$ cat src/hdl/bit_timer_regs.svh
// Purpose: Register offset, field positions, reset values for the interval timer
// Assumes: Byte-wide register port inside the microcontroller core
// Notes: Definitions only
`ifndef BIT_TIMER_REGS_SVH
`define BIT_TIMER_REGS_SVH
`define BIT_ADDR_CTRL 8'hec
`define BIT_CTRL_RESET 7'h17
`define BIT_F_SLEEP 6
`define BIT_F_RCGUARD 5
`define BIT_F_GUARD 4
`define BIT_F_CLEAR 3
`define BIT_F_DIV_HI 2
`define BIT_F_DIV_LO 0
`define BIT_PRESC_W 11
`define BIT_DIV_BASE 2
`define BIT_SLEEP_TAP 10
`endif

$ cat src/hdl/bit_pkg.sv
// Purpose: Types shared by the interval timer files
// Assumes: Constants live in bit_timer_regs.svh
// Notes: Stop-mode encoding is one-hot
package bit_pkg;
	typedef enum logic [2:0] {
		BIT_RUN = 3'h1,
		BIT_SLEEP = 3'h2,
		BIT_RCGUARD = 3'h4
	} bit_mode_t;
endpackage

$ cat src/hdl/bit_prescaler.sv
// Purpose: Free-running oscillator divider with a selectable tap pulse
// Assumes: One clock, asynchronous active-low reset
// Notes: Tap pulse is one cycle wide on the rising edge of the chosen stage
`include "bit_timer_regs.svh"
module bit_prescaler #(
	parameter int W = `BIT_PRESC_W
) (
	// Clock and reset
	input wire logic i_mclk,
	input wire logic i_rst_b,
	// Tap select
	input wire logic [2:0] i_sel,
	// Pulses
	output logic o_tick,
	output logic o_sleep_tick
);
	typedef struct packed {
		logic [W-1:0] cnt;
	} bit_presc_st_t;
	bit_presc_st_t st_q, st_d;
	logic [W-1:0] nxt;
	logic [W-1:0] rise;
	always_comb begin
		nxt = st_q.cnt + {{(W-1){1'b0}}, 1'b1};
		rise = nxt & ~st_q.cnt;
		st_d.cnt = nxt;
	end
	// Tap 000 is divide by 8, each code doubles, 111 is divide by 1024
	assign o_tick = rise[`BIT_DIV_BASE + i_sel];
	assign o_sleep_tick = rise[`BIT_SLEEP_TAP];
	always_ff @(posedge i_mclk or negedge i_rst_b) begin
		if (!i_rst_b) begin
			st_q <= '0;
		end else begin
			st_q <= st_d;
		end
	end
endmodule

$ cat src/hdl/bit_interval_timer.sv
// Purpose: Free-running 8-bit interval counter with stop-mode control word
// Assumes: CPU core gives a byte port with read and write strobes and a stop strobe
// Notes: Address reads the count and writes the control word
`include "bit_timer_regs.svh"
// Behaviour
// - Eight-bit counter runs freely; nothing in software can halt it.
// - Counter steps once per prescaler pulse, ratio 8 to 1024.
// - Three-bit select picks tap: 000 divide 8, doubling, 111 divide 1024.
// - Rollover from ff to 00 sets the overflow interrupt flag.
// - Writing one to clear bit zeros the counter, then counting resumes.
// - Clear bit returns to zero by itself one cycle later.
// - Stop with sleep enable set enters wake-up timer mode.
// - Wake-up mode keeps only oscillator, divide-2048 tap and timer 0 alive.
// - Stop with RC guard enable set and sleep enable clear enters RC watchdog mode.
// - RC watchdog mode keeps RC oscillator, this timer, watchdog alive.
// - Guard select picks watchdog when one, plain 8-bit timer when zero.
// - One address: read returns count, write loads control word.
// - Reset control word is 0010111: guard on, divide 1024.
module bit_interval_timer (
	// Clock and reset
	input wire logic i_mclk,
	input wire logic i_rst_b,
	// Register port
	input wire logic [7:0] i_addr,
	input wire logic i_wr,
	input wire logic i_rd,
	input wire logic [7:0] i_wdata,
	output logic [7:0] o_rdata,
	output logic o_rsel,
	// Stop and wake
	input wire logic i_stop,
	input wire logic i_wake,
	input wire logic i_ovf_ack,
	// Status and control outputs
	output logic o_ovf_flag,
	output logic o_tick,
	output logic o_sleep_tick,
	output logic o_guard_sel,
	output bit_pkg::bit_mode_t o_mode,
	output logic o_keep_timer0,
	output logic o_keep_rc_osc,
	output logic o_keep_guard,
	output logic o_halt_other
);
	import bit_pkg::*;
	typedef struct packed {
		logic [7:0] count;
		logic [6:0] ctrl;
		logic flag;
		bit_mode_t mode;
		logic [7:0] rdata;
	} bit_st_t;
	bit_st_t st_q, st_d;
	logic tick;
	logic sleep_tick;
	logic hit;
	logic [3:0] keep;
	// One address compare, shared by the read and the write strobe
	function automatic logic bit_hit(input logic [7:0] addr);
		bit_hit = (addr == `BIT_ADDR_CTRL);
	endfunction
	// Which parts stay alive per mode, as {timer0, rc osc, guard, halt}
	function automatic logic [3:0] bit_keep(input bit_mode_t mode);
		logic [3:0] k;
		k = 4'h0;
		unique case (mode)
			BIT_RUN: begin
				k = 4'ha;
			end
			BIT_SLEEP: begin
				// Wake-up timer keeps timer 0 and the long tap only
				k = 4'h9;
			end
			BIT_RCGUARD: begin
				// Watchdog clock source has to survive here
				k = 4'h7;
			end
			default: begin
				k = 4'hb;
			end
		endcase
		bit_keep = k;
	endfunction
	bit_prescaler #(
		.W(`BIT_PRESC_W)
	) u_presc (
		.i_mclk(i_mclk),
		.i_rst_b(i_rst_b),
		.i_sel(st_q.ctrl[`BIT_F_DIV_HI:`BIT_F_DIV_LO]),
		.o_tick(tick),
		.o_sleep_tick(sleep_tick)
	);
	// Read-modify-write bit ops would copy the count into the control word
	assign hit = bit_hit(i_addr);
	always_comb begin
		st_d = st_q;
		// Clear bit lasts exactly one cycle
		st_d.ctrl[`BIT_F_CLEAR] = 1'b0;
		// Only the count advances; no control bit gates it
		if (st_q.ctrl[`BIT_F_CLEAR]) begin
			st_d.count = 8'h00;
		end else if (tick) begin
			st_d.count = st_q.count + 8'h01;
		end
		if (i_ovf_ack) begin
			st_d.flag = 1'b0;
		end
		// Set beats acknowledge in the same cycle
		if (tick && !st_q.ctrl[`BIT_F_CLEAR] && st_q.count == 8'hff) begin
			st_d.flag = 1'b1;
		end
		if (hit && i_wr) begin
			st_d.ctrl = i_wdata[6:0];
		end
		if (hit && i_rd) begin
			st_d.rdata = st_q.count;
		end
		unique case (st_q.mode)
			BIT_RUN: begin
				if (i_stop && st_q.ctrl[`BIT_F_SLEEP]) begin
					st_d.mode = BIT_SLEEP;
				end else if (i_stop && st_q.ctrl[`BIT_F_RCGUARD]) begin
					st_d.mode = BIT_RCGUARD;
				end
			end
			BIT_SLEEP, BIT_RCGUARD: begin
				if (i_wake) begin
					st_d.mode = BIT_RUN;
				end
			end
			default: begin
				st_d.mode = BIT_RUN;
			end
		endcase
	end
	always_ff @(posedge i_mclk or negedge i_rst_b) begin
		if (!i_rst_b) begin
			st_q.count <= 8'h00;
			st_q.ctrl <= `BIT_CTRL_RESET;
			st_q.flag <= 1'b0;
			st_q.mode <= BIT_RUN;
			st_q.rdata <= 8'h00;
		end else begin
			st_q <= st_d;
		end
	end
	assign o_rdata = st_q.rdata;
	assign o_rsel = hit && i_rd;
	assign o_ovf_flag = st_q.flag;
	assign o_tick = tick;
	assign o_sleep_tick = sleep_tick;
	assign o_guard_sel = st_q.ctrl[`BIT_F_GUARD];
	assign o_mode = st_q.mode;
	// Halting is only reported; the counter itself never stops
	assign keep = bit_keep(st_q.mode);
	assign o_keep_timer0 = keep[3];
	assign o_keep_rc_osc = keep[2];
	assign o_keep_guard = keep[1];
	assign o_halt_other = keep[0];
endmodule

$ cat config.mk
export PLATFORM = sky130hd
export DESIGN_NAME = bit_interval_timer
export DESIGN_NICKNAME = d
export VERILOG_FILES = /design/src/hdl/bit_pkg.sv /design/src/hdl/bit_prescaler.sv /design/src/hdl/bit_interval_timer.sv
export VERILOG_INCLUDE_DIRS = /design/src /design/src/hdl
export SDC_FILE = /design/constraint.sdc
export NUM_CORES = 1
export LEC_CHECK = 0
export BUFFER_PORTS_ARGS = -buffer_cell sky130_fd_sc_hd__buf_2
export CORE_ASPECT_RATIO = 1.2
export CORE_UTILIZATION = 54
export CTS_CLUSTER_DIAMETER = 30
export DETAILED_ROUTE_END_ITERATION = 8
export PLACE_DENSITY = 0.78
export REMOVE_ABC_BUFFERS = 1
export SYNTH_ARGS = -nofsm -noshare
export SYNTH_HDL_FRONTEND = slang
export SYNTH_SLANG_ARGS = --single-unit
$ cat constraint.sdc
create_clock -name i_mclk -period 3 [get_ports i_mclk]
set_clock_uncertainty 0.2 [all_clocks]
set_input_delay 0.3 -clock i_mclk [delete_from_list [all_inputs] [get_ports i_mclk]]
set_output_delay 0.3 -clock i_mclk [all_outputs]
set_load 0.01 [all_outputs]
* Yosys cells after proc, flatten, opt, wreduce, memory -nomap -nowiden
Cells that the tools add are included.
** Cells by class
- Muxes and demuxes :: 12
- $add $sub $neg :: 3
- Equality and inequality tests :: 7
- $lt $le $gt $ge :: 1
- Bitwise operators :: 2
- Reductions and logical operators :: 11
** Operators with widths (count)
- 32-bit by 5-bit less-than comparator with 1-bit output (second input constant) :: 1
- 8-bit equality test (second input constant) :: 2
- 8-bit two-way mux :: 2
- 4-bit case mux with 3 select lines :: 1
- 11-bit by 1-bit adder with 11-bit output (second input constant) :: 1
- 11-bit bitwise AND :: 1
- 11-bit inverter :: 1
- 3-bit two-way mux :: 3
- 8-bit by 1-bit adder with 8-bit output (second input constant) :: 1
- 1-bit logical AND :: 6
- 3-bit case mux with 2 select lines :: 1
- 2-bit by 3-bit adder with 4-bit output (first input constant) :: 1
- 1-bit binary-select mux with 4-bit select :: 1
- 4-bit two-way mux :: 1
- 2-bit nonzero test :: 2
- 3-bit by 1-bit equality test with 1-bit output (second input constant) :: 1
- 3-bit by 2-bit equality test with 1-bit output (second input constant) :: 1
- 3-bit equality test (second input constant) :: 1
- 1-bit two-way mux :: 3
- 3-bit inequality test (second input constant) :: 1
- 2-bit inequality test (second input constant) :: 1
- 2-bit AND reduction :: 1
- 2-bit OR reduction :: 1
- 1-bit logical NOT :: 1
** Storage, ports and cells
- Register bits :: 38
- Bits of input ports :: 23
- Word-level logic and storage cells :: 43
- Output and inout bits :: 20

* Logic depth before layout (Yosys ltp)
- Depth in word-level cells :: 7
- Depth in mapped cells :: 11
- Gate-level depth less buffers :: 10

* Modules after synthesis
Synthesis repeated with hierarchy kept, for this count alone.
** Second synthesis, totals
- Cell total of the unflattened synthesis :: 170
- Area, all modules :: 1943.1 µm²
** Modules (own cells, without submodules)
- bit_interval_timer :: cells each 108, times used 1, seq. area each 681.9 µm², area each 1297.5 µm²
- bit_prescaler :: cells each 62, times used 1, seq. area each 275.3 µm², area each 645.6 µm²

* Worst setup path before layout
No wires, ideal clock.
- Path kind :: register to register
- Start :: register u_presc.st_q[3] (netlist name)
- End :: register st_q[26] (netlist name)
- Clock period less this slack :: 2.453 ns
- Data arrival time :: 2.175 ns
- Required time :: 2.723 ns
- Path slack :: 0.547 ns
- Cell stages (with the launch flop) :: 11
- Buffers on the path :: 0
- Library setup time :: 0.077 ns
- Cells stage by stage :: dfrtp_1 inv_1 nor3_1 nand4_1 nor3_1 ha_1 mux2i_1 o211ai_1 a32oi_2 or4_1 a21oi_1
** On the way
- Longest elaborated chain between the ends :: 5
- Elaborated cells between the ends (all ways) :: 6
** RTL lines
- from (decl) :: RTL line bit_prescaler.sv:20 : bit_presc_st_t st_q, st_d;
- from (signal assigned) :: RTL line bit_prescaler.sv:35 : st_q <= st_d;
- 11-bit by 1-bit adder with 11-bit output :: RTL line bit_prescaler.sv:24 : nxt = st_q.cnt + {{(W-1){1'b0}}, 1'b1};
- 11-bit bitwise AND :: RTL line bit_prescaler.sv:25 : rise = nxt & ~st_q.cnt;
- named net o_sleep_tick :: RTL line bit_interval_timer.sv:37 : output logic o_sleep_tick,
- 1-bit binary-select mux with 4-bit select :: RTL line bit_prescaler.sv:29 : assign o_tick = rise[`BIT_DIV_BASE + i_sel];
- 1-bit two-way mux :: RTL line bit_prescaler.sv:29
- 2-bit nonzero test (no source line)
- to (signal assigned) :: RTL line bit_interval_timer.sv:144 : st_q <= st_d;
- to (decl) :: RTL line bit_interval_timer.sv:53 : bit_st_t st_q, st_d;
The timed path passes the listed nets, and every way through them passes these cells. The select of a mux whose other input is x is not followed.
A chain may end at the register's enable or synchronous reset.

* Worst setup path after layout
- Start :: register u_presc.st_q[3] (netlist name)
- End :: register st_q[26] (netlist name)
** On the way
- Longest elaborated chain between the ends :: 5
- Elaborated cells between the ends (all ways) :: 6
** RTL lines (RTL line)
- 11-bit by 1-bit adder with 11-bit output / 11-bit inverter (equally long branches) :: bit_prescaler.sv:24, bit_prescaler.sv:25
- 11-bit bitwise AND * :: bit_prescaler.sv:25
- 1-bit binary-select mux with 4-bit select * :: bit_prescaler.sv:29
- 1-bit two-way mux * :: bit_prescaler.sv:29
- 2-bit nonzero test (no source line) *
Every way passes the cells marked *; elsewhere a longest branch is shown, timed or not. The select of a mux whose other input is x is not followed.

==> flow_summary.toml <==
[synth]
ys_seq_area_share_pct = 48.4
yosysMostFrequentCell = "dfrtp_1"
synth_common_cells = "dfrtp_1, inv_1, ha_1, mux2_2"
ys_ff_latch = 38
synthArstFlopShare_pct = 100
netlist_top_cells_area = "dfrtp_1, ha_1, mux2_2"
synth_edf_count = 0
synth.distinct_cells = 33
synth_top_area_share_pct = 41.7
synth_ff_type = "dfrtp_1"
syn_avg_cell_area_um2 = 10.5
synthCells = 189
yosys.area.top_type = "dfrtp_1"
synth_area_um2 = 1980
yosysWarnings = 0

[timing]
final-hold-violation-count = 0
fin_crit_sh_pct = 92.8
setup-tns-final_ns = 0
final-setup-viol-count = 0
drv_slew = 0
timing.fmax_mhz = 359
finalCriticalPeriod_ns = 2.79
worstMarginPinSlew_ns = 0.803
slew-limit-headroom_pct = 46.5
rsz0062_at_grt = "no"

[placed_design]
io_buffer_count = 41
dp_hpwl_um = 2410
place_congestion = 0.742

[setup_path]
r2r_start = "u_presc.st_q[3]"
worstSetupStartpoint = "u_presc.st_q[3]"
r2r_cells = 11
critPathRequiredTime_ns = 3.02
arrival_ns = 2.81
crit_path_end_kind = "register"
cp-endpoint = "st_q[26]"
path_class = "register to register"
r2r_slack_ns = 0.21
worstPathMaxFanout = 15
r2r_end = "st_q[26]"
worstSetupStartpointType = "register"

[finish]
area_growth_pct = 13.6
diodes = 0
multi_input_area_um2 = 812
register_area_um2 = 957
drive_above_1_share_pct = 32.6
fill_cells = 287
fin_nets = 262

[drt]
viasPerCell = 5.27
wl_per_cell_um = 12.7
antenna_left = 0
drc = 6
num_vias = 1390
drt_iter0_markers = 52
routed_wl_um = 3340
dr.pass1.iters = 6

[power_and_ir_drop]
swShare_pct = 26.3
power_frac_clock_pct = 33.1
leakage_nw = 1.19
vdd.ir_drop.worst_mv = 0.347
finalPower_mw = 1.08
internal_power_mw = 0.798
p_switching_mw = 0.285
pwr-share-comb_pct = 11.1
pwr-share-seq_pct = 55.8
powerDensity_nw_per_um2 = 482

[grt]
antenna_found_initial = 0
grt_max_degree = 39
grt_overflow = 0
grt_pass1_wl_um = 5520
first_global_vias = 1273
grt.total_usage_pct = 19.3

[clock_tree]
clockBufferDepth = 2
h-tree-depth = 2
path_clk_slew_ns = 0.07
cts_tree = "yes"
numClockSinks = 38
clock-root-buffer = "clkbuf_8"
clock_latency_ns = 0.29
cts_buffers = 5

[run_status]
status = "finished, violations left"
violations = "design-rule violations"

[die]
die_w_um = 57.3
initial_core_util_pct = 57.8
dieHeight_um = 68.3
dieArea_um2 = 3910
rows = 23
ioPinCount = 43
core_um2 = 3420

[flow_run]
cap_violations = 0

[hold_path]
hold_path_class = "primary input to register"
kinds of logic (layout without fill, tap and decap cells):
| logic type | count (synthesis) | in the layout | share of synthesized area [%] |
|---|---|---|---|
| AO/OA/AOI/OAI | 22 | 22 | 7.08 |
| XOR/XNOR | 1 | 1 | 0.443 |
| adder cells (fa/ha/maj) | 13 | 13 | 8.22 |
| buffers and inverters | 43 | 81 | 11.2 |
| flip-flops | 38 | 38 | 48.4 |
| multiplexers | 17 | 17 | 10.1 |
| AND/OR/NAND/NOR | 55 | 55 | 14.7 |
metal layers:
layer | track usage (%) | routed length, µm
met1 | 21.0 | 1400
met2 | 34.3 | 1750
met3 | 6.24 | 128
met4 | 9.45 | 61
met5 | 0 | 0
placed cells by master (no fill, tap or decap), types with 2 or more instances in the layout:
cell type,netlist,final
mux2i_1,3,3
or4_1,2,2
nor4_1,2,2
dfrtp_1,33,33
nor2_1,12,12
nor3_1,5,5
inv_1,29,29
and3_1,3,3
buf_2,0,41
dfstp_2,5,5
a21oi_1,9,9
nand2_1,11,11
ha_1,13,13
or3_1,4,4
o21ai_0,8,8
clkbuf_8,0,6
nand4_1,2,2
dlygate4sd3_1,0,2
mux2_2,13,13
nand3_1,6,6
worst max-delay path, stage by stage, from the launching register on:
cell,delay [ns]
dfrtp_1,0.32
inv_1,0.09
nor3_1,0.31
nand4_1,0.17
nor3_1,0.16
ha_1,0.19
mux2i_1,0.07
o211ai_1,0.26
a32oi_4,0.14
buf_4,0.20
or4_1,0.47
a21oi_1,0.14
through the flow:
| step | hold WS, ns | instance area, µm² | utilization [%] | setup WS, ns | std cells |
|---|---|---|---|---|---|
| 2_1_floorplan | -0.196 | 1870 | - | 0.437 | 175 |
| 3_3_place_gp | 0.236 | 2120 | 61.9 | 0.181 | 253 |
| 3_5_place_dp | 0.242 | 2120 | 61.9 | 0.166 | 253 |
| 4_1_cts | 0.0265 | 2250 | 65.7 | 0.201 | 264 |
| 5_1_grt | 0.0361 | 2250 | 65.7 | 0.00716 | 264 |
| 6_report | 0.0379 | 2250 | 65.7 | 0.215 | 264 |
power groups by stage:
stage	registers (mW)	clock network, mW	logic (mW)
after floorplan	0.602	0	0.0717
after global placement	0.612	0	0.111
after detailed placement	0.616	0	0.117
after CTS	0.605	0.374	0.122
after global routing	0.614	0.390	0.141
final	0.605	0.358	0.120
state kept, by name, indices dropped and copies added, names as in the netlist:
signal        flops
o_guard_sel       1
st_q             14
o_mode            3
u_presc.st_q     11
o_ovf_flag        1
o_rdata           8
cell type report:
cell class                 instances  area share, %
inverter                          29           4.84
sequential                        38           42.6
tap                               37           2.06
multi-input combinational        108           36.1
clock inverter                     1          0.223
clock buffer                       7           3.84
timing repair buffer              44           10.4
worst min path at each step:
stage	startpoint	to	slack (ns)	cells after the start
finish	i_wdata[6]	st_q[18]	0.04	2
global route	i_wdata[1]	st_q[13]	0.04	2
CTS	i_wdata[6]	st_q[18]	0.03	2
detailed placement	i_rst_b	u_presc.st_q[10]	0.24	1
global placement	i_rst_b	u_presc.st_q[10]	0.24	1
floorplan	i_rst_b	o_mode[1]	-0.20	0
what timing repair did:
item,in CTS,in global routing
gates resized for setup,1,0
setup endpoints to repair,1,0
hold buffers,2,0
hold endpoints to repair,34,0
setup buffers,1,0
No activity file was read; power rests on OpenSTA's default activity.
